### src/include/bssr_map.vh
// Function
// - start pointer low five bits index the 32-byte buffer at FF80-FF9F
// - end pointer low five bits index the last buffer byte transferred
// - bytes move continuously over the area from start index to end index
// - equal start and end index moves exactly one byte
// - bits 7 to 5 of all four registers read one, writes ignored
// - start pointer, end pointer and control reset to E0
// - control bit 4 selects receive at 0, transmit at 1
// - gap field stretches clock high by 0, 1, 2 or 8 clock cycles
// - gap stretching applies only with an internal clock source
// - gap divisions fall every 8 or 16 bits per gap interval bit
// - clock select picks system clock over 2, 4, 8 or external clock
// - status resets to E0 or E8, overrun flag undefined
// - after transmit, final bit field holds last bit and drives output pin
// - software writes to final bit field set the output pin level
// - abort by clearing start flag puts new final bit on output at once
// - overrun flag sets on excess data or spurious clock pulses
// - any status write clears overrun and wait violation flags
// - buffer access during transfer is ignored, sets wait flag and interrupt
// - gap interval bit 0 gives 16-bit divisions, 1 gives 8-bit
// - start flag starts transfer, stays set, self-clears; clear aborts
// - start above end wraps from last buffer byte to first
// - lsb first, transmit changes on falling edge, receive samples on rising
`ifndef BSSR_MAP_VH
`define BSSR_MAP_VH

`define BSSR_BUF_BASE     8'h80
`define BSSR_BUF_MASK     8'hE0
`define BSSR_ADDR_XFER_START_POINTER    8'hA0
`define BSSR_ADDR_XFER_END_POINTER    8'hA1
`define BSSR_ADDR_CTRL    8'hA2
`define BSSR_ADDR_STAT    8'hA3
`define BSSR_RSV_ONES     8'hE0
`define BSSR_RST_REG      5'h00
`define BSSR_UNMAPPED     8'hFF
`define BSSR_BUSY_RD      8'hFF

`define BSSR_CTRL_DIR     4
`define BSSR_ST_FINAL     4
`define BSSR_ST_OVR       3
`define BSSR_ST_WT        2
`define BSSR_ST_GIT       1
`define BSSR_ST_STF       0

`define BSSR_CS_DIV2      2'h0
`define BSSR_CS_DIV4      2'h1
`define BSSR_CS_DIV8      2'h2
`define BSSR_CS_EXT       2'h3
`define BSSR_HALF_DIV2    2'h0
`define BSSR_HALF_DIV4    2'h1
`define BSSR_HALF_DIV8    2'h3

`define BSSR_GAP_NONE     2'h0
`define BSSR_GAP_ONE      2'h1
`define BSSR_GAP_TWO      2'h2
`define BSSR_GAP_HALF1    5'h02
`define BSSR_GAP_HALF2    5'h04
`define BSSR_GAP_HALF8    5'h10

`define BSSR_LAST_BIT     3'h7

`endif

### src/core/bssr_buf_mem.v
`timescale 1ns/100ps
module bssr_buf_mem (
	input  wire       clk_sys_i,
	input  wire       we_i,
	input  wire [4:0] addr_i,
	input  wire [7:0] wdata_i,
	input  wire       use_alt_i,
	input  wire [7:0] alt_i,
	output reg  [7:0] rdata_o
);
	reg [7:0] mem [0:31];

	// register reads ride through the same output flop so the bus data is always registered
	always @(posedge clk_sys_i) begin
		if (we_i) begin
			mem[addr_i] <= wdata_i;
		end
		if (use_alt_i) begin
			rdata_o <= alt_i;
		end else begin
			rdata_o <= mem[addr_i];
		end
	end
endmodule // bssr_buf_mem

### src/core/bssr_core.v
`timescale 1ns/100ps
`include "bssr_map.vh"
module bssr_core (
	input  wire       clk_sys_i,
	input  wire       srst_i,
	input  wire [7:0] reg_addr_i,
	input  wire [7:0] reg_wdata_i,
	input  wire       reg_wr_i,
	input  wire       reg_rd_i,
	output wire [7:0] reg_rdata_o,
	input  wire       serial_clock_pin_i,
	output reg        serial_clock_pin_o,
	output reg        serial_clock_pin_oe_n_o,
	output reg        serial_out_pin_o,
	input  wire       serial_in_pin_i,
	output reg        serial_irq_request_o,
	output reg        xfer_busy_o
);
	localparam [1:0] ST_IDLE  = 2'h0;
	localparam [1:0] ST_FETCH = 2'h1;
	localparam [1:0] ST_LOAD  = 2'h2;
	localparam [1:0] ST_RUN   = 2'h3;

	reg [1:0] state_q;
	reg [4:0] start_index_q;
	reg [4:0] end_index_q;
	reg       dir_tx_q;
	reg [1:0] gap_len_q;
	reg [1:0] clock_source_q;
	reg       final_tx_bit_q;
	reg       overrun_flag_q;
	reg       wait_violation_flag_q;
	reg       gap_interval_select_q;
	reg [4:0] idx_q;
	reg [7:0] shreg_q;
	reg [2:0] bitn_q;
	reg       division_q;
	reg [4:0] gap_q;
	reg [1:0] presc_q;
	reg       sck_prev_q;
	reg       done_q;

	wire       busy;
	wire       ext_clk;
	wire       hit_buf;
	wire       hit_reg;
	wire       wr_stat;
	wire       buf_violation;
	wire [1:0] half_max;
	wire       tick;
	wire       run;
	wire       fall_ev;
	wire       rise_ev;
	wire       byte_done;
	wire       last_byte;
	wire [7:0] rx_byte;
	wire [7:0] mem_rdata;
	wire [4:0] mem_addr;
	wire       mem_we;
	wire [7:0] mem_wdata;
	wire       gap_due;
	reg  [4:0] gap_half;
	reg  [7:0] reg_rd_val;

	assign busy    = (state_q != ST_IDLE);
	assign ext_clk = (clock_source_q == `BSSR_CS_EXT);
	assign hit_buf = ((reg_addr_i & `BSSR_BUF_MASK) == `BSSR_BUF_BASE);
	assign hit_reg = (reg_addr_i == `BSSR_ADDR_XFER_START_POINTER) || (reg_addr_i == `BSSR_ADDR_XFER_END_POINTER) ||
	                 (reg_addr_i == `BSSR_ADDR_CTRL) || (reg_addr_i == `BSSR_ADDR_STAT);
	assign wr_stat = reg_wr_i && (reg_addr_i == `BSSR_ADDR_STAT);
	assign buf_violation = busy && hit_buf && (reg_wr_i || reg_rd_i);

	// half period of the internal shift clock in system clocks, minus one
	assign half_max = (clock_source_q == `BSSR_CS_DIV2) ? `BSSR_HALF_DIV2 :
	                  (clock_source_q == `BSSR_CS_DIV4) ? `BSSR_HALF_DIV4 :
	                  `BSSR_HALF_DIV8;
	assign run  = (state_q == ST_RUN);
	assign tick = run && !ext_clk && (presc_q == half_max);

	// internal edges come from our own clock flop; external ones from the pin history
	assign fall_ev = run && (ext_clk ? (sck_prev_q && !serial_clock_pin_i) :
	                 (tick && serial_clock_pin_o && (gap_q == `BSSR_RST_REG)));
	assign rise_ev = run && (ext_clk ? (!sck_prev_q && serial_clock_pin_i) :
	                 (tick && !serial_clock_pin_o));

	assign rx_byte   = {serial_in_pin_i, shreg_q[7:1]};
	assign byte_done = rise_ev && (bitn_q == `BSSR_LAST_BIT);
	assign last_byte = (idx_q == end_index_q);

	// a division closes every byte with 8-bit spacing, every second byte with 16-bit
	assign gap_due = !ext_clk && (gap_len_q != `BSSR_GAP_NONE) &&
	                 (gap_interval_select_q || division_q);

	always @* begin
		case (gap_len_q)
			`BSSR_GAP_ONE: begin
				gap_half = `BSSR_GAP_HALF1;
			end
			`BSSR_GAP_TWO: begin
				gap_half = `BSSR_GAP_HALF2;
			end
			default: begin
				gap_half = `BSSR_GAP_HALF8;
			end
		endcase
	end

	// the engine owns the buffer port while busy; the bus cannot reach it then
	assign mem_addr  = busy ? idx_q : reg_addr_i[4:0];
	assign mem_we    = busy ? (byte_done && !dir_tx_q) : (reg_wr_i && hit_buf);
	assign mem_wdata = busy ? rx_byte : reg_wdata_i;

	always @* begin
		case (reg_addr_i)
			`BSSR_ADDR_XFER_START_POINTER: begin
				reg_rd_val = `BSSR_RSV_ONES | {3'h0, start_index_q};
			end
			`BSSR_ADDR_XFER_END_POINTER: begin
				reg_rd_val = `BSSR_RSV_ONES | {3'h0, end_index_q};
			end
			`BSSR_ADDR_CTRL: begin
				reg_rd_val = `BSSR_RSV_ONES | {3'h0, dir_tx_q, gap_len_q, clock_source_q};
			end
			`BSSR_ADDR_STAT: begin
				reg_rd_val = `BSSR_RSV_ONES | {3'h0, final_tx_bit_q, overrun_flag_q,
				             wait_violation_flag_q, gap_interval_select_q, busy};
			end
			default: begin
				reg_rd_val = hit_buf ? `BSSR_BUSY_RD : `BSSR_UNMAPPED;
			end
		endcase
	end

	bssr_buf_mem u_mem (
		.clk_sys_i (clk_sys_i),
		.we_i      (mem_we),
		.addr_i    (mem_addr),
		.wdata_i   (mem_wdata),
		.use_alt_i (reg_rd_i && (hit_reg || !hit_buf || busy)),
		.alt_i     (reg_rd_val),
		.rdata_o   (mem_rdata)
	);

	assign reg_rdata_o = mem_rdata;

	// software-written configuration
	always @(posedge clk_sys_i) begin
		if (srst_i) begin
			start_index_q         <= `BSSR_RST_REG;
			end_index_q           <= `BSSR_RST_REG;
			dir_tx_q              <= 1'b0;
			gap_len_q             <= `BSSR_GAP_NONE;
			clock_source_q        <= `BSSR_CS_DIV2;
			gap_interval_select_q <= 1'b0;
		end else if (reg_wr_i) begin
			if (reg_addr_i == `BSSR_ADDR_XFER_START_POINTER) begin
				start_index_q <= reg_wdata_i[4:0];
			end
			if (reg_addr_i == `BSSR_ADDR_XFER_END_POINTER) begin
				end_index_q <= reg_wdata_i[4:0];
			end
			if (reg_addr_i == `BSSR_ADDR_CTRL) begin
				dir_tx_q       <= reg_wdata_i[`BSSR_CTRL_DIR];
				gap_len_q      <= reg_wdata_i[3:2];
				clock_source_q <= reg_wdata_i[1:0];
			end
			if (wr_stat) begin
				gap_interval_select_q <= reg_wdata_i[`BSSR_ST_GIT];
			end
		end
	end

	// status flags; a hardware set in the same cycle as a clearing write wins
	always @(posedge clk_sys_i) begin
		if (srst_i) begin
			overrun_flag_q        <= 1'b0;
			wait_violation_flag_q <= 1'b0;
		end else begin
			if (wr_stat) begin
				overrun_flag_q        <= 1'b0;
				wait_violation_flag_q <= 1'b0;
			end
			if (buf_violation) begin
				wait_violation_flag_q <= 1'b1;
			end
			// external edges outside the shifting window mean extra pulses or excess data
			if (ext_clk && (sck_prev_q ^ serial_clock_pin_i) &&
			    (done_q || state_q == ST_FETCH || state_q == ST_LOAD)) begin
				overrun_flag_q <= 1'b1;
			end
		end
	end

	// transfer engine
	always @(posedge clk_sys_i) begin
		if (srst_i) begin
			state_q              <= ST_IDLE;
			idx_q                <= `BSSR_RST_REG;
			shreg_q              <= 8'h00;
			bitn_q               <= 3'h0;
			division_q           <= 1'b0;
			gap_q                <= `BSSR_RST_REG;
			presc_q              <= 2'h0;
			done_q               <= 1'b0;
			final_tx_bit_q       <= 1'b0;
			serial_out_pin_o     <= 1'b0;
			serial_clock_pin_o   <= 1'b1;
			serial_irq_request_o <= 1'b0;
		end else begin
			serial_irq_request_o <= buf_violation;
			if (wr_stat) begin
				final_tx_bit_q   <= reg_wdata_i[`BSSR_ST_FINAL];
				serial_out_pin_o <= reg_wdata_i[`BSSR_ST_FINAL];
			end
			if (run && !ext_clk) begin
				presc_q <= tick ? 2'h0 : presc_q + 2'h1;
			end else begin
				presc_q <= 2'h0;
			end
			case (state_q)
				ST_IDLE: begin
					serial_clock_pin_o <= 1'b1;
					if (wr_stat && reg_wdata_i[`BSSR_ST_STF]) begin
						idx_q      <= start_index_q;
						bitn_q     <= 3'h0;
						division_q <= 1'b0;
						gap_q      <= `BSSR_RST_REG;
						done_q     <= 1'b0;
						state_q    <= dir_tx_q ? ST_FETCH : ST_RUN;
					end
				end
				ST_FETCH: begin
					// a register read in this cycle takes the shared read flop, so retry
					if (!reg_rd_i) begin
						state_q <= ST_LOAD;
					end
				end
				ST_LOAD: begin
					shreg_q <= mem_rdata;
					state_q <= ST_RUN;
				end
				ST_RUN: begin
					if (tick) begin
						if (gap_q != `BSSR_RST_REG) begin
							gap_q <= gap_q - 5'h01;
						end else begin
							serial_clock_pin_o <= !serial_clock_pin_o;
						end
					end
					if (fall_ev && dir_tx_q) begin
						serial_out_pin_o <= shreg_q[0];
						shreg_q          <= {1'b0, shreg_q[7:1]};
					end
					if (rise_ev) begin
						bitn_q <= bitn_q + 3'h1;
						if (!dir_tx_q) begin
							shreg_q <= rx_byte;
						end
					end
					if (byte_done) begin
						division_q <= !division_q;
						if (last_byte) begin
							state_q              <= ST_IDLE;
							done_q               <= 1'b1;
							serial_irq_request_o <= 1'b1;
							if (dir_tx_q) begin
								final_tx_bit_q <= serial_out_pin_o;
							end
						end else begin
							idx_q   <= idx_q + 5'h01;
							state_q <= dir_tx_q ? ST_FETCH : ST_RUN;
							if (gap_due) begin
								gap_q <= gap_half;
							end
						end
					end
				end
				default: begin
					state_q <= ST_IDLE;
				end
			endcase
			// clearing the start flag mid-transfer aborts; buffer and settings are kept
			if (busy && wr_stat && !reg_wdata_i[`BSSR_ST_STF]) begin
				state_q            <= ST_IDLE;
				gap_q              <= `BSSR_RST_REG;
				bitn_q             <= 3'h0;
				serial_clock_pin_o <= 1'b1;
			end
		end
	end

	// pin direction and history
	always @(posedge clk_sys_i) begin
		if (srst_i) begin
			serial_clock_pin_oe_n_o <= 1'b0;
			sck_prev_q              <= 1'b1;
			xfer_busy_o             <= 1'b0;
		end else begin
			serial_clock_pin_oe_n_o <= ext_clk;
			sck_prev_q              <= serial_clock_pin_i;
			xfer_busy_o             <= busy;
		end
	end
endmodule // bssr_core

### config.mk
export PLATFORM = sky130hd
export DESIGN_NAME = bssr_core
export DESIGN_NICKNAME = d
export VERILOG_FILES = /design/src/core/bssr_buf_mem.v /design/src/core/bssr_core.v
export VERILOG_INCLUDE_DIRS = /design/src /design/src/include
export SDC_FILE = /design/constraint.sdc
export NUM_CORES = 1
export LEC_CHECK = 0
export ABC_AREA = 1
export BUFFER_PORTS_ARGS = -buffer_cell sky130_fd_sc_hd__clkbuf_2
export CAP_MARGIN = 20
export CORE_UTILIZATION = 40
export CTS_BUF_LIST = sky130_fd_sc_hd__clkbuf_4
export DETAILED_ROUTE_END_ITERATION = 10
export SYNTH_ARGS = -nofsm -noshare
export SYNTH_HDL_FRONTEND = slang
export SYNTH_SLANG_ARGS = --single-unit
### constraint.sdc
create_clock -name clk_sys_i -period 3.7 [get_ports clk_sys_i]
set_input_delay 0.555 -clock clk_sys_i [delete_from_list [all_inputs] [get_ports clk_sys_i]]
set_output_delay 0.555 -clock clk_sys_i [all_outputs]
set_load 0.02 [all_outputs]
# [Word-level counts from Yosys, hierarchy flattened]
# Memories as Yosys holds them, arrays and structs flattened.
# Index checks and enable logic that the tools add are counted.
[word_totals] out_inout_bits=13 input_bits=22 word_cells=177 mem_count=1 ram_bits=256 register_bits=60
[classes] n_mux=59 reduce_logical=64 eq_ne=23 bitwise_logic=2 add_sub_neg=4
[memory_table] name="u_mem.mem" depth=32 width=8 rd=1 rd_clocked_by_memory_dff=0 wr=1 line="bssr_buf_mem.v:11" text="reg [7:0] mem [0:31];"
[op_table] cell="two-way mux 5 bit" n=10
[op_table] cell="two-way mux 8 bit" n=5
[op_table] cell="== test 8 bit (second input constant)" n=4
[op_table] cell="case mux 5 bit (2 select lines)" n=3
[op_table] cell="two-way mux 1 bit" n=25
[op_table] cell="logical AND 1 bit" n=24
[op_table] cell="case mux 5 bit (4 select lines)" n=1
[op_table] cell="case mux 8 bit (2 select lines)" n=1
[op_table] cell="two-way mux 2 bit" n=7
[op_table] cell="AND reduction 3 bit" n=4
[op_table] cell="nonzero test 2 bit" n=6
[op_table] cell="!= test 2 bit (second input constant)" n=5
[op_table] cell="AND reduction 2 bit" n=5
[op_table] cell="logical OR 1 bit" n=9
[op_table] cell="== test 2 bit (second input constant)" n=4
[op_table] cell="zero test 1 bit" n=8
[op_table] cell="case mux 2 bit (4 select lines)" n=1
[op_table] cell="AND reduction 4 bit" n=2
[op_table] cell="== test 2 x 1 -> 1 bit (second input constant)" n=3
[op_table] cell="== test 3 bit (second input constant)" n=2
[op_table] cell="two-way mux 3 bit" n=2
[op_table] cell="!= test 2 x 1 -> 1 bit (second input constant)" n=3
[op_table] cell="case mux 1 bit (2 select lines)" n=3
[op_table] cell="case mux 3 bit (2 select lines)" n=1
[op_table] cell="other kinds (13)" n=14

# [Depth between registers and ports, before layout]
# Gate-level depths: netlist of the first run.
[depth] ltp_word=14 depth_mapped=17 ltp_nobuf=15

# [Modules after synthesis]
# Synthesis of the first run repeated with hierarchy kept, for this count alone.
[unflattened] cells_unflattened=1543 area_unflattened_um2=14387.5
[by_module_without_submodules] module="bssr_buf_mem" instances=1 area_each_um2=11051.8 seq_area_each_um2=7847.5 cells_each=1058
[by_module_without_submodules] module="bssr_core" instances=1 area_each_um2=3335.7 seq_area_each_um2=1041.0 cells_each=485

# [Least setup slack after synthesis of the first run]
# No wires, ideal clock.
[synth_timing] path_kind="flip-flop to flip-flop" start="reg state_q[0]" end="mem u_mem.mem[0][6], data pin" period_less_slack_ps=3010 arrival_time_ps=2556 stages_incl_launch_ff=7 required_time_ps=3246 path_slack_ps=690 setup_time_ps=454 path_buffers=3 cell_sequence="dfxtp_1 > inv_1 > ha_1 > buf_6 > clkbuf_1 > clkbuf_1 > o21ai_0"
[synth_via] elab_chain_len=2
[synth_rtl] element="start, declared" line="bssr_core.v:24" text="reg [1:0] state_q;"
[synth_rtl] element="start signal, assigned" line="bssr_core.v:229" text="state_q <= dir_tx_q ? ST_FETCH : ST_RUN;"
[synth_rtl] element="start signal, assigned" line="bssr_core.v:271" text="state_q <= dir_tx_q ? ST_FETCH : ST_RUN;"
[synth_rtl] element="nonzero test 2 bit" line="bssr_core.v:65" text="assign busy = (state_q != ST_IDLE);"
[synth_rtl] element="two-way mux 8 bit" line="bssr_core.v:111" text="assign mem_wdata = busy ? rx_byte : reg_wdata_i;"
[synth_rtl] element="via mem_wdata[6]" line="bssr_core.v:60" text="wire [7:0] mem_wdata;"
[synth_rtl] element="end, declared" line="bssr_buf_mem.v:11"
# The timed path passes the listed nets, and every way through them passes these cells.

# [Worst setup path after layout of the first run]
[layout_timing] start="reg state_q[0]" end="mem u_mem.mem[2][7], enable pin"
[layout_via] elab_chain_len=11 word_cells_on_any_way=13 cone_classes="eq/ne: 1; mux: 5; reduce/logical: 7"
[layout_rtl] element="== test 2 bit (*)" line="bssr_core.v:77" text="assign run = (state_q == ST_RUN);"
[layout_rtl] element="via run" line="bssr_core.v:51" text="wire run;"
[layout_rtl] element="logical AND 1 bit (2 in series)" line="bssr_core.v:78" text="assign tick = run && !ext_clk && (presc_q == half_max);"
[layout_rtl] element="logical AND 1 bit" line="bssr_core.v:84" text="(tick && !serial_clock_pin_o));"
[layout_rtl] element="two-way mux 1 bit" line="bssr_core.v:83" text="assign rise_ev = run && (ext_clk ? (!sck_prev_q && serial_clock_pin_i) :"
[layout_rtl] element="logical AND 1 bit (*)" line="bssr_core.v:83"
[layout_rtl] element="logical AND 1 bit (*)" line="bssr_core.v:87" text="assign byte_done = rise_ev && (bitn_q == `BSSR_LAST_BIT);"
[layout_rtl] element="logical AND 1 bit (*)" line="bssr_core.v:110" text="assign mem_we = busy ? (byte_done && !dir_tx_q) : (reg_wr_i && hit_buf);"
[layout_rtl] element="two-way mux 1 bit (*)" line="bssr_core.v:110"
[layout_rtl] element="two-way mux 1 bit (*)" line="bssr_buf_mem.v:15" text="if (we_i) begin"
[layout_rtl] element="two-way mux 1 bit (implied by the code) (*)" line="bssr_buf_mem.v:16" text="mem[addr_i] <= wdata_i;"
# Mark *: on every way through the listed nets, which the timed path passes. The rest lies on a longest branch.

==> flow_metrics.py, run 1 <==
metrics = {
    "status": {
        "outcome": "complete, no violations",
    },
    "critical_path": {
        "crit_required_ps": 4050,
        "path_cells": "ha_1 > nand2_1 > nor2_2 > nand2_2 > o21ai_4 > nand3_2 > inv_2 > nand3_2 > o21ai_4 > nand2_4 > nor2_1",
        "crit_arrival_ps": 3350,
        "r2r-start": "state_q[0]$_SDFFE_PP0P_",
        "endpoint_kind": "register",
        "cp_num_cells": 11,
        "critical_path.max_fanout": 8,
        "critPathBufInv": 1,
        "cpPeakStageDelay_ps": 660,
        "slowest_stage": "nor2_1",
        "crit_end": "u_mem.mem[2][7]$_DFFE_PP_",
        "rrSetupSlack_ps": 700,
        "worstSetupStartpointType": "register",
        "startpoint": "state_q[0]$_SDFFE_PP0P_",
        "rr_worst_depth": 11,
        "crit_family": "simple AND/OR/NAND/NOR gates",
        "criticalPathCategory": "register to register",
        "rr_endpoint": "u_mem.mem[2][7]$_DFFE_PP_",
    },
    "clock_tree": {
        "cts_hold_buf": 0,
        "cts_buffer_depth": 3,
        "cts.sinks": 316,
        "root_buffer": "clkbuf_4",
        "post_cts_buffers": 0,
        "htreeDepth": 3,
        "clkLatencyLatePin_ps": 730,
        "cts_tree": "yes",
        "clk_pin_slew_ps": 60,
        "post_cts_resized": 0,
        "cts_buffers": 86,
    },
    "die": {
        "coreArea_sq_um": 32600,
        "chipHeight_um": 184,
        "num_rows": 66,
        "die-area_sq_um": 33900,
        "initial_core_util_pct": 40.7,
        "die_x_um": 184,
        "io_pins": 35,
    },
    "detailed_routing": {
        "highest_layer": "met4",
        "drtAntennaViolNets": 0,
        "drc": 0,
        "drt_iter0_markers": 975,
        "num_vias": 9406,
        "post_drt_wl_per_cell_um": 18.8,
        "dr_wl_met3_mm": 2.37,
        "wl_met1_mm": 15.0,
        "via_per_inst": 5.15,
        "totalWireLength_mm": 34.3,
        "wl_met2_mm": 16.0,
        "dr.pass1.iters": 8,
    },
    "finish": {
        "drive_gt1_share_pct": 19.2,
        "fillers": 3056,
        "nets": 1353,
        "fin_util_pct": 47.0,
        "stdcell_count": 1827,
        "syn_to_final_growth_pct": 15.4,
    },
    "yosys": {
        "synth_edf_count": 256,
        "synth.yosys.warnings": 0,
        "synth_area_sq_um": 13300,
        "ys_seq_area_share_pct": 66.9,
        "synthesis.instances": 1195,
        "ys_types": 41,
        "avgSynthCellArea_sq_um": 11.1,
        "synthFlopType": "edfxtp_1",
        "async_flop_share_pct": 0,
        "ys_ff_latch": 316,
        "syn-num-nets": 1230,
    },
    "run": {
        "cap_viol_max_count": 0,
    },
    "global_route": {
        "grt_pass1_vias": 9259,
        "grt_use_total_pct": 20.8,
        "antenna_found_initial": 1,
        "overflow": 0,
        "grt_start_max_net_pins": 47,
        "grt_pass1_wl_mm": 52.7,
    },
    "sta": {
        "drv_slew": 0,
        "max-slew-margin-rel_pct": 41.0,
        "setup_viol": 0,
        "worstMarginPinSlew_ps": 886,
        "finalSetupTns_ps": 0,
        "clock_skew_ps": 47.7,
        "period_share_pct": 81.1,
        "fmax_ghz": 0.333,
        "period_minus_slack_ps": 3000,
        "grt_setup_unrepaired": "false",
        "hold_violations": 0,
    },
    "power": {
        "pwr_density_cell_nw_per_um2": 686,
        "p_leak_nw": 5.67,
        "total_power_mw": 10.5,
        "ir_worst_vdd_v": 0.000287,
    },
    "hold_path": {
        "min_path_cells": 3,
        "worstHoldPathType": "primary input to register",
    },
    "place": {
        "dp_cells": 1672,
        "io_buffers": 34,
        "place_congestion": 0.891,
        "hpwl_mm": 21.9,
    },
}
==> cells in the mapped netlist, types with 3 or more instances <==
cell type,number,share of area (%)
nand2_1,322,9.1
edfxtp_1,256,58
inv_1,78,2.2
nor2_1,76,2.1
a22oi_1,70,4.0
a21oi_1,65,2.5
dfxtp_1,60,9.0
o21ai_0,56,2.1
nand3_1,40,1.5
nand4_1,36,1.7
buf_2,19,0.72
ha_1,13,1.2
clkbuf_1,12,0.34
inv_2,9,0.25
nor3_1,8,0.30
xnor2_1,8,0.53
buf_4,7,0.40
nand2_2,5,0.24
nand2_4,5,0.42
nor2_2,5,0.24
o21ai_4,5,0.61
nor3_4,4,0.49
o211ai_1,4,0.23
o22ai_1,4,0.19
or2_1,4,0.19
buf_6,3,0.25
nand3_2,3,0.23
nor3_2,3,0.23
xor2_1,3,0.20
==> metal layers <==
layer	track usage, %	up-vias
li1	-	4501
met1	28.5	4497
met2	32.7	349
met3	3.77	59
met4	8.30	0
met5	0	-
==> cell usage in the layout (no fill, tap or decap), types with 4 or more instances in the layout <==
cell type / synthesis / final
nand2_1: 322 / 322
edfxtp_1: 256 / 256
clkbuf_4: 0 / 130
inv_1: 78 / 78
nor2_1: 76 / 75
a22oi_1: 70 / 70
a21oi_1: 65 / 65
dfxtp_1: 60 / 60
o21ai_0: 56 / 48
nand3_1: 40 / 40
buf_4: 7 / 38
nand4_1: 36 / 36
clkbuf_2: 0 / 34
clkinv_1: 0 / 16
ha_1: 13 / 13
inv_2: 9 / 10
o21ai_2: 1 / 9
xnor2_1: 8 / 8
nor3_1: 8 / 8
nand2_2: 5 / 5
o21ai_4: 5 / 5
nand2_4: 5 / 5
buf_12: 0 / 5
or2_1: 4 / 4
o211ai_1: 4 / 4
nor2_4: 0 / 4
nor3_4: 4 / 4
o22ai_1: 4 / 4
==> stage by stage <==
stage	setup WS (ps)	cell area (sq um)	hold WS [ps]
2_1_floorplan	690	13300	433
3_3_place_gp	740	14200	450
3_5_place_dp	677	14200	457
4_1_cts	701	15300	8.68
5_1_grt	443	15300	38.2
6_report	698	15300	47.5
==> state kept, by name, indices dropped and copies added, names as in the netlist, 3 cells and up <==
signal	cells
bitn_q	3
idx_q	5
end_index_q	5
start_index_q	5
shreg_q	8
gap_q	5
u_mem.rdata_o	8
u_mem.mem	256
==> tightest hold or removal path: stages <==
cell and delay [ps]:
clkbuf_2 90, inv_1 50, nand2_1 40
==> layout make-up <==
type | instances | area, sq um | share of cell area, %
Sequential cell | 316 | 8890 | 58.0
Multi-Input combinational cell | 749 | 3880 | 25.3
Clock buffer | 130 | 976 | 6.37
Timing Repair Buffer | 77 | 556 | 3.63
Tap cell | 442 | 553 | 3.61
Inverter | 88 | 333 | 2.17
Clock inverter | 24 | 139 | 0.906
Antenna cell | 1 | 2.50 | 0.0163
==> kinds of logic (layout without fill, tap and decap cells) <==
kind of cell             count (synthesis)  in the layout  share of synthesized area (%)
adder cells (fa/ha/maj)                 13             13                           1.23
XOR/XNOR                                11             11                          0.726
flip-flops                             316            316                           66.9
other                                    0              1                              0
AO/OA/AOI/OAI                          210            210                           9.88
AND/OR/NAND/NOR                        515            515                           17.0
buffers and inverters                  130            319                           4.24
==> power breakdown <==
part           internal [mW]  switching (mW)
logic                  0.825            2.15
registers               4.30           0.105
clock network           1.68            1.44
total                   6.81            3.70
==> worst min-delay path by stage <==
stage	slack (ps)	startpoint	end
3_5_place_dp	460	overrun_flag_q$_SDFFE_PP0P_	overrun_flag_q$_SDFFE_PP0P_
5_1_grt	40	serial_clock_pin_i	sck_prev_q$_SDFF_PP1_
4_1_cts	9	serial_clock_pin_i	sck_prev_q$_SDFF_PP1_
2_1_floorplan	430	done_q$_SDFFE_PP0P_	done_q$_SDFFE_PP0P_
3_3_place_gp	450	bitn_q[2]$_SDFFE_PP0P_	bitn_q[2]$_SDFFE_PP0P_
6_report	50	serial_clock_pin_i	sck_prev_q$_SDFF_PP1_
(Power assumes the default switching activity.)
==> inputs of run 2 (changes only) <==
--- a/config.mk
+++ b/config.mk
@@ -6,7 +6,7 @@
 export SDC_FILE = /design/constraint.sdc
 export NUM_CORES = 1
 export LEC_CHECK = 0
-export ABC_AREA = 1
+export ABC_AREA = 0
 export BUFFER_PORTS_ARGS = -buffer_cell sky130_fd_sc_hd__clkbuf_2
 export CAP_MARGIN = 20
 export CORE_UTILIZATION = 40
==> constraint.sdc (replaced) <==
create_clock -name clk_sys_i -period 2.8 [get_ports clk_sys_i]
set_input_delay 0.42 -clock clk_sys_i [delete_from_list [all_inputs] [get_ports clk_sys_i]]
set_output_delay 0.42 -clock clk_sys_i [all_outputs]
set_load 0.02 [all_outputs]
==> run 2 against run 1 <==
Effect of this change: worst setup slack got worse by 590 ps; utilization increased by 1.9 points; total power increased by 27%; cell count decreased by 13%; non-clock buffer count increased by 62; critical endpoint is now u_mem.rdata_o[7]$_SDFF_PP1_.
==> flow_metrics.py, run 2 <==
metrics = {
    "status": {
        "outcome": "complete, no violations",
    },
    "detailed_routing": {
        "totalWireLength_mm": 35.5,
        "dr_wl_met3_mm": 2.06,
        "post_drt_wl_per_cell_um": 22.4,
        "dr.pass1.iters": 5,
        "drt_iter0_markers": 819,
        "wl_met2_mm": 16.8,
        "drc": 0,
        "via_per_inst": 5.55,
        "wl_met1_mm": 15.6,
        "highest_layer": "met4",
        "num_vias": 8784,
        "drtAntennaViolNets": 0,
    },
    "yosys": {
        "synthFlopType": "edfxtp_1",
        "avgSynthCellArea_sq_um": 14.9,
        "ys_types": 79,
        "ys_ff_latch": 316,
        "synth_area_sq_um": 13400,
        "ys_top_cells_by_count": "256 x edfxtp_1, 70 x nor2_1, 60 x dfxtp_1, 58 x a21oi_1, 50 x a22oi_1",
        "async_flop_share_pct": 0,
        "yosysTopAreaCell": "edfxtp_1",
        "syn-num-nets": 940,
        "synth_top_area_share_pct": 57.2,
        "synth_edf_count": 256,
        "synth_top_cells_by_area": "edfxtp_1 57%, dfxtp_1 8.9%, mux4_2 7.4%",
        "ys_seq_area_share_pct": 66.1,
        "yosysMostFrequentCell": "edfxtp_1",
        "synth.yosys.warnings": 0,
        "synthesis.instances": 905,
    },
    "place": {
        "placed_area_sq_um": 14800,
        "io_buffers": 34,
        "hpwl_mm": 23.1,
        "dp_cells": 1428,
        "place_congestion": 0.859,
        "post-place-ws_ps": -149,
    },
    "critical_path": {
        "rrSetupSlack_ps": 110,
        "endpoint_kind": "register",
        "critical_path.max_fanout": 24,
        "startpoint": "state_q[0]$_SDFFE_PP0P_",
        "worstSetupStartpointType": "register",
        "criticalPathCategory": "register to register",
        "crit_required_ps": 3370,
        "r2r-start": "state_q[0]$_SDFFE_PP0P_",
        "crit_arrival_ps": 3260,
    },
    "global_route": {
        "grt_pass1_vias": 8929,
        "grt_pass1_wl_mm": 53.9,
        "grt_start_max_net_pins": 40,
        "overflow": 0,
        "antenna_found_initial": 1,
        "grt_use_total_pct": 21.5,
    },
    "power": {
        "ir_worst_vdd_v": 0.000442,
        "pwr_density_cell_nw_per_um2": 834,
        "total_power_mw": 13.4,
        "p_leak_nw": 5.63,
    },
    "sta": {
        "period_minus_slack_ps": 2690,
        "fmax_ghz": 0.372,
        "max-slew-margin-rel_pct": 47.1,
        "fin_hold_ws_ps": 81.3,
        "setup_viol": 0,
        "drv_slew": 0,
        "worstMarginPinSlew_ps": 792,
        "hold_violations": 0,
        "clock_skew_ps": 41.0,
        "period_share_pct": 96.0,
        "fin_ws_ps": 112,
    },
    "finish": {
        "fillers": 2865,
        "final_common_cell": "edfxtp_1",
        "nets": 1112,
        "multiInputGateArea_sq_um": 4360,
        "drive_gt1_share_pct": 31.4,
        "largest_registers": "u_mem.mem (256), shreg_q (8), u_mem.rdata_o (8)",
        "seq_area_sq_um": 8890,
        "largest_reg_flops": 256,
        "max_flop_register": "u_mem.mem",
        "syn_to_final_growth_pct": 19.3,
        "design_area_sq_um": 16000,
        "stdcell_count": 1582,
        "layout_common_cells": "256 x edfxtp_1, 113 x clkbuf_4, 93 x buf_4",
    },
    "hold_path": {
        "worstHoldStart": "reg_wdata_i[2]",
        "worstHoldPathType": "primary input to register",
    },
    "clock_tree": {
        "clk_pin_slew_ps": 60,
        "cts.sinks": 316,
        "clkLatencyLatePin_ps": 720,
        "cts_buffer_depth": 3,
        "cts_buffers": 81,
        "cts_tree": "yes",
        "htreeDepth": 3,
        "root_buffer": "clkbuf_4",
    },
    "die": {
        "coreArea_sq_um": 32800,
        "die_x_um": 185,
        "num_rows": 66,
        "chipHeight_um": 185,
        "die-area_sq_um": 34300,
        "io_pins": 35,
        "initial_core_util_pct": 41.0,
    },
    "run": {
        "cap_viol_max_count": 0,
    },
}
run 2: cell count changes after synthesis, sizes merged, moves of 20 or more:
cell	delta
nand4	-32
a22oi	-20
inv	-74
o21ai	-45
mux2i	+36
nand3	-31
mux4	+44
nand2	-293
run 2: what timing repair did:
item / 4_1_cts / 5_1_grt
gates resized for setup: 3 / 6
endpoints found under the setup margin: 3 / 65
cloned: 0 / 0
pin swaps: 0 / 2
hold endpoints to repair: 2 / 0
hold buffers: 2 / 0
buffers inserted: 5 / 1
run 2: kinds of logic (layout without fill, tap and decap cells):
logic type / Yosys count / in the layout / share of synthesized area [%]
flip-flops: 316 / 316 / 66.1
AND/OR/NAND/NOR: 218 / 218 / 8.68
AO/OA/AOI/OAI: 187 / 187 / 9.65
other: 0 / 2 / 0
multiplexers: 99 / 99 / 11.7
adder cells (fa/ha/maj): 13 / 13 / 1.21
buffers and inverters: 65 / 298 / 2.20
XOR/XNOR: 7 / 7 / 0.456
run 2: final cells by class:
cell class / count / share of cell area (%)
Tap cell: 442 / 3.45
Antenna cell: 2 / 0.0312
Timing Repair Buffer: 139 / 6.79
Sequential cell: 316 / 55.4
Multi-Input combinational cell: 524 / 27.2
Inverter: 15 / 0.351
Clock inverter: 31 / 1.45
Clock buffer: 113 / 5.29
run 2: metrics by stage:
| stage | util, % | TNS [ps] |
|---|---|---|
| 6_report | 48.9 | 0 |
| 5_1_grt | 48.9 | -231 |
| 4_1_cts | 48.8 | 0 |
| 3_5_place_dp | 45.2 | -331 |
| 3_3_place_gp | 45.2 | -324 |
| 2_1_floorplan | - | 0 |
run 2: power by group:
group / switching (mW) / internal, mW
clock: 1.86 / 2.24
sequential: 0.156 / 5.69
combinational: 2.13 / 1.30
total: 4.15 / 9.23
run 2: worst paths after layout:
check / endpoint / cells past startpoint
hold / removal: gap_len_q[0]$_SDFFE_PP0P_ / 3
setup reg to reg: u_mem.rdata_o[7]$_SDFF_PP1_ / 10
hold reg to reg: wait_violation_flag_q$_SDFFE_PP0P_ / 2
setup / recovery: u_mem.rdata_o[7]$_SDFF_PP1_ / 10
run 2: layer usage:
metal,up-vias,track usage (%)
li1,3978,-
met1,4423,28.5
met2,307,34.4
met3,76,4.76
met4,0,8.46
met5,-,0
run 2: worst max-delay path, cell delays in order, from the launching register on:
cell	delay, ps
dfxtp_1	340
inv_1	130
ha_4	200
buf_12	170
mux2i_4	350
buf_4	200
mux4_2	280
a222oi_1	470
nor2_1	80
a31oi_1	170
nand3_1	130
==> inputs of run 3 (changes only) <==
--- a/config.mk
+++ b/config.mk
@@ -12,6 +12,7 @@
 export CORE_UTILIZATION = 40
 export CTS_BUF_LIST = sky130_fd_sc_hd__clkbuf_4
 export DETAILED_ROUTE_END_ITERATION = 10
+export RECOVER_POWER = 25
 export SYNTH_ARGS = -nofsm -noshare
 export SYNTH_HDL_FRONTEND = slang
 export SYNTH_SLANG_ARGS = --single-unit
==> run 3 against run 2 <==
Effect of this change: critical path depth stayed put; hold slack better by 6.5 ps; sequential share of layout area is 0.22 points higher; via count is 0.15% lower; worst setup slack better by 1.7 ps; register-to-register slack hardly changed; flip-flop and latch count stayed put; non-clock buffer count stayed put.
==> flow_metrics.py, run 3 (synthesis results as in run 2) <==
metrics = {
    "detailed_routing": {
        "dr.pass1.iters": 7,
        "post_drt_wl_per_cell_um": 22.4,
        "drc": 0,
        "num_vias": 8771,
        "drt_iter0_markers": 774,
        "drtAntennaViolNets": 0,
        "via_per_inst": 5.54,
        "totalWireLength_mm": 35.4,
    },
    "sta": {
        "clock_skew_ps": 46.5,
        "worstMarginPinSlew_ps": 1260,
        "fmax_ghz": 0.372,
        "fin_ws_ps": 113,
        "hold_violations": 0,
        "period_share_pct": 95.9,
        "drv_slew": 0,
        "max-slew-margin-rel_pct": 16.2,
        "setup_viol": 0,
        "period_minus_slack_ps": 2690,
    },
    "global_route": {
        "grt_start_max_net_pins": 40,
        "antenna_found_initial": 1,
        "grt_use_total_pct": 21.5,
        "grt_pass1_vias": 8929,
        "grt_pass1_wl_mm": 53.9,
        "overflow": 0,
    },
    "die": {
        "die-area_sq_um": 34300,
        "chipHeight_um": 185,
        "die_x_um": 185,
        "io_pins": 35,
        "num_rows": 66,
        "coreArea_sq_um": 32800,
        "initial_core_util_pct": 41.0,
    },
    "status": {
        "outcome": "complete, no violations",
    },
    "clock_tree": {
        "htreeDepth": 3,
        "clkLatencyLatePin_ps": 730,
        "cts_buffers": 81,
        "root_buffer": "clkbuf_4",
        "clk_pin_slew_ps": 60,
        "cts_buffer_depth": 3,
        "cts_tree": "yes",
        "cts.sinks": 316,
    },
    "place": {
        "io_buffers": 34,
        "place_congestion": 0.859,
        "post-place-ws_ps": -149,
        "hpwl_mm": 23.1,
    },
    "critical_path": {
        "criticalPathCategory": "register to register",
        "worstSetupStartpointType": "register",
        "crit_arrival_ps": 3250,
        "rr_worst_depth": 10,
        "crit_required_ps": 3370,
        "endpoint_kind": "register",
        "rr_endpoint": "u_mem.rdata_o[7]$_SDFF_PP1_",
        "rrSetupSlack_ps": 110,
        "r2r-start": "state_q[0]$_SDFFE_PP0P_",
        "critical_path.max_fanout": 24,
    },
    "finish": {
        "max_flop_register": "u_mem.mem",
        "layout_common_cells": "256 x edfxtp_1, 113 x clkbuf_4, 91 x buf_4",
        "syn_to_final_growth_pct": 18.8,
        "final_common_cell": "edfxtp_1",
        "largest_registers": "u_mem.mem (256), shreg_q (8), u_mem.rdata_o (8)",
        "largest_reg_flops": 256,
        "drive_gt1_share_pct": 29.2,
        "fillers": 2883,
        "nets": 1112,
        "fin_util_pct": 48.7,
    },
    "hold_path": {
        "hold_end": "gap_len_q[0]$_SDFFE_PP0P_",
        "min_path_cells": 3,
        "worstHoldStart": "reg_wdata_i[2]",
        "worstHoldPathType": "primary input to register",
    },
    "power": {
        "pwr_density_cell_nw_per_um2": 836,
        "ir_worst_vdd_v": 0.000435,
        "p_leak_nw": 5.56,
    },
    "run": {
        "cap_viol_max_count": 0,
    },
}
run 3: cell count changes in the layout (fill, tap and decap cells not counted), sizes merged:
| cell | previous run | this run |
|---|---|---|
| clkbuf | 147 | 149 |
| buf | 103 | 101 |
run 3: metal layers:
layer	part of all wire (%)	global-route usage, %	vias to the layer above	wire length, um
met3	6.0	4.76	77	2120
met1	44	28.5	4393	15500
met4	2.8	8.46	0	1010
met5	0	0	-	0
met2	47	34.4	318	16800
li1	-	-	3983	-
run 3: worst max-delay path by stage:
stage                     slack, ps                    start                           to
after floorplan                 130  state_q[0]$_SDFFE_PP0P_    u_mem.mem[0][0]$_DFFE_PP_
after global placement         -150  state_q[0]$_SDFFE_PP0P_     u_mem.rdata_o[1]$_DFF_P_
after detailed placement       -150  state_q[1]$_SDFFE_PP0P_     u_mem.rdata_o[0]$_DFF_P_
after CTS                        30  state_q[1]$_SDFFE_PP0P_     u_mem.rdata_o[0]$_DFF_P_
after global routing            -20   bitn_q[0]$_SDFFE_PP0P_    u_mem.mem[3][3]$_DFFE_PP_
final                           110  state_q[0]$_SDFFE_PP0P_  u_mem.rdata_o[7]$_SDFF_PP1_
run 3: where the power goes:
part	total, mW	switching [mW]	internal [mW]	leakage [nW]
registers	5.86	0.152	5.71	2.81
logic	3.39	2.12	1.27	2.13
clock network	4.11	1.87	2.24	0.628
run 3: cell type report:
type	count	area (sq um)	share of cell area, %
inverter	15	56.3	0.353
timing repair buffer	139	1060	6.67
clock inverter	31	233	1.46
multi-input combinational	524	4320	27.1
sequential	316	8890	55.7
tap	442	553	3.46
clock buffer	113	848	5.31
antenna	2	5.00	0.0313
run 3: what timing repair did:
action	CTS	global route
endpoints found under the hold margin	2	0
buffers inserted	5	1
pin swaps	0	2
endpoints found under the setup margin	3	65
resized for setup	3	6
hold buffers	2	0
run 3: through the flow:
step | instance area [sq um] | setup TNS [ps] | power (mW) | hold slack (ps) | std cells
floorplan | 13400 | 0 | 7.88 | 433 | 905
global placement | 14800 | -324 | 9.29 | 444 | 1428
detailed placement | 14800 | -331 | 9.29 | 449 | 1428
CTS | 16000 | 0 | 13.5 | 20.0 | 1579
global route | 16000 | -229 | 14.0 | 68.0 | 1582
finish | 16000 | 0 | 13.4 | 87.8 | 1582
run 3: worst max-delay path: stages (launching register included):
cell	delay, ps
dfxtp_1	340
inv_1	130
ha_4	200
buf_12	170
mux2i_4	350
buf_4	200
mux4_2	280
a222oi_1	470
nor2_1	80
a31oi_1	170
nand3_1	130
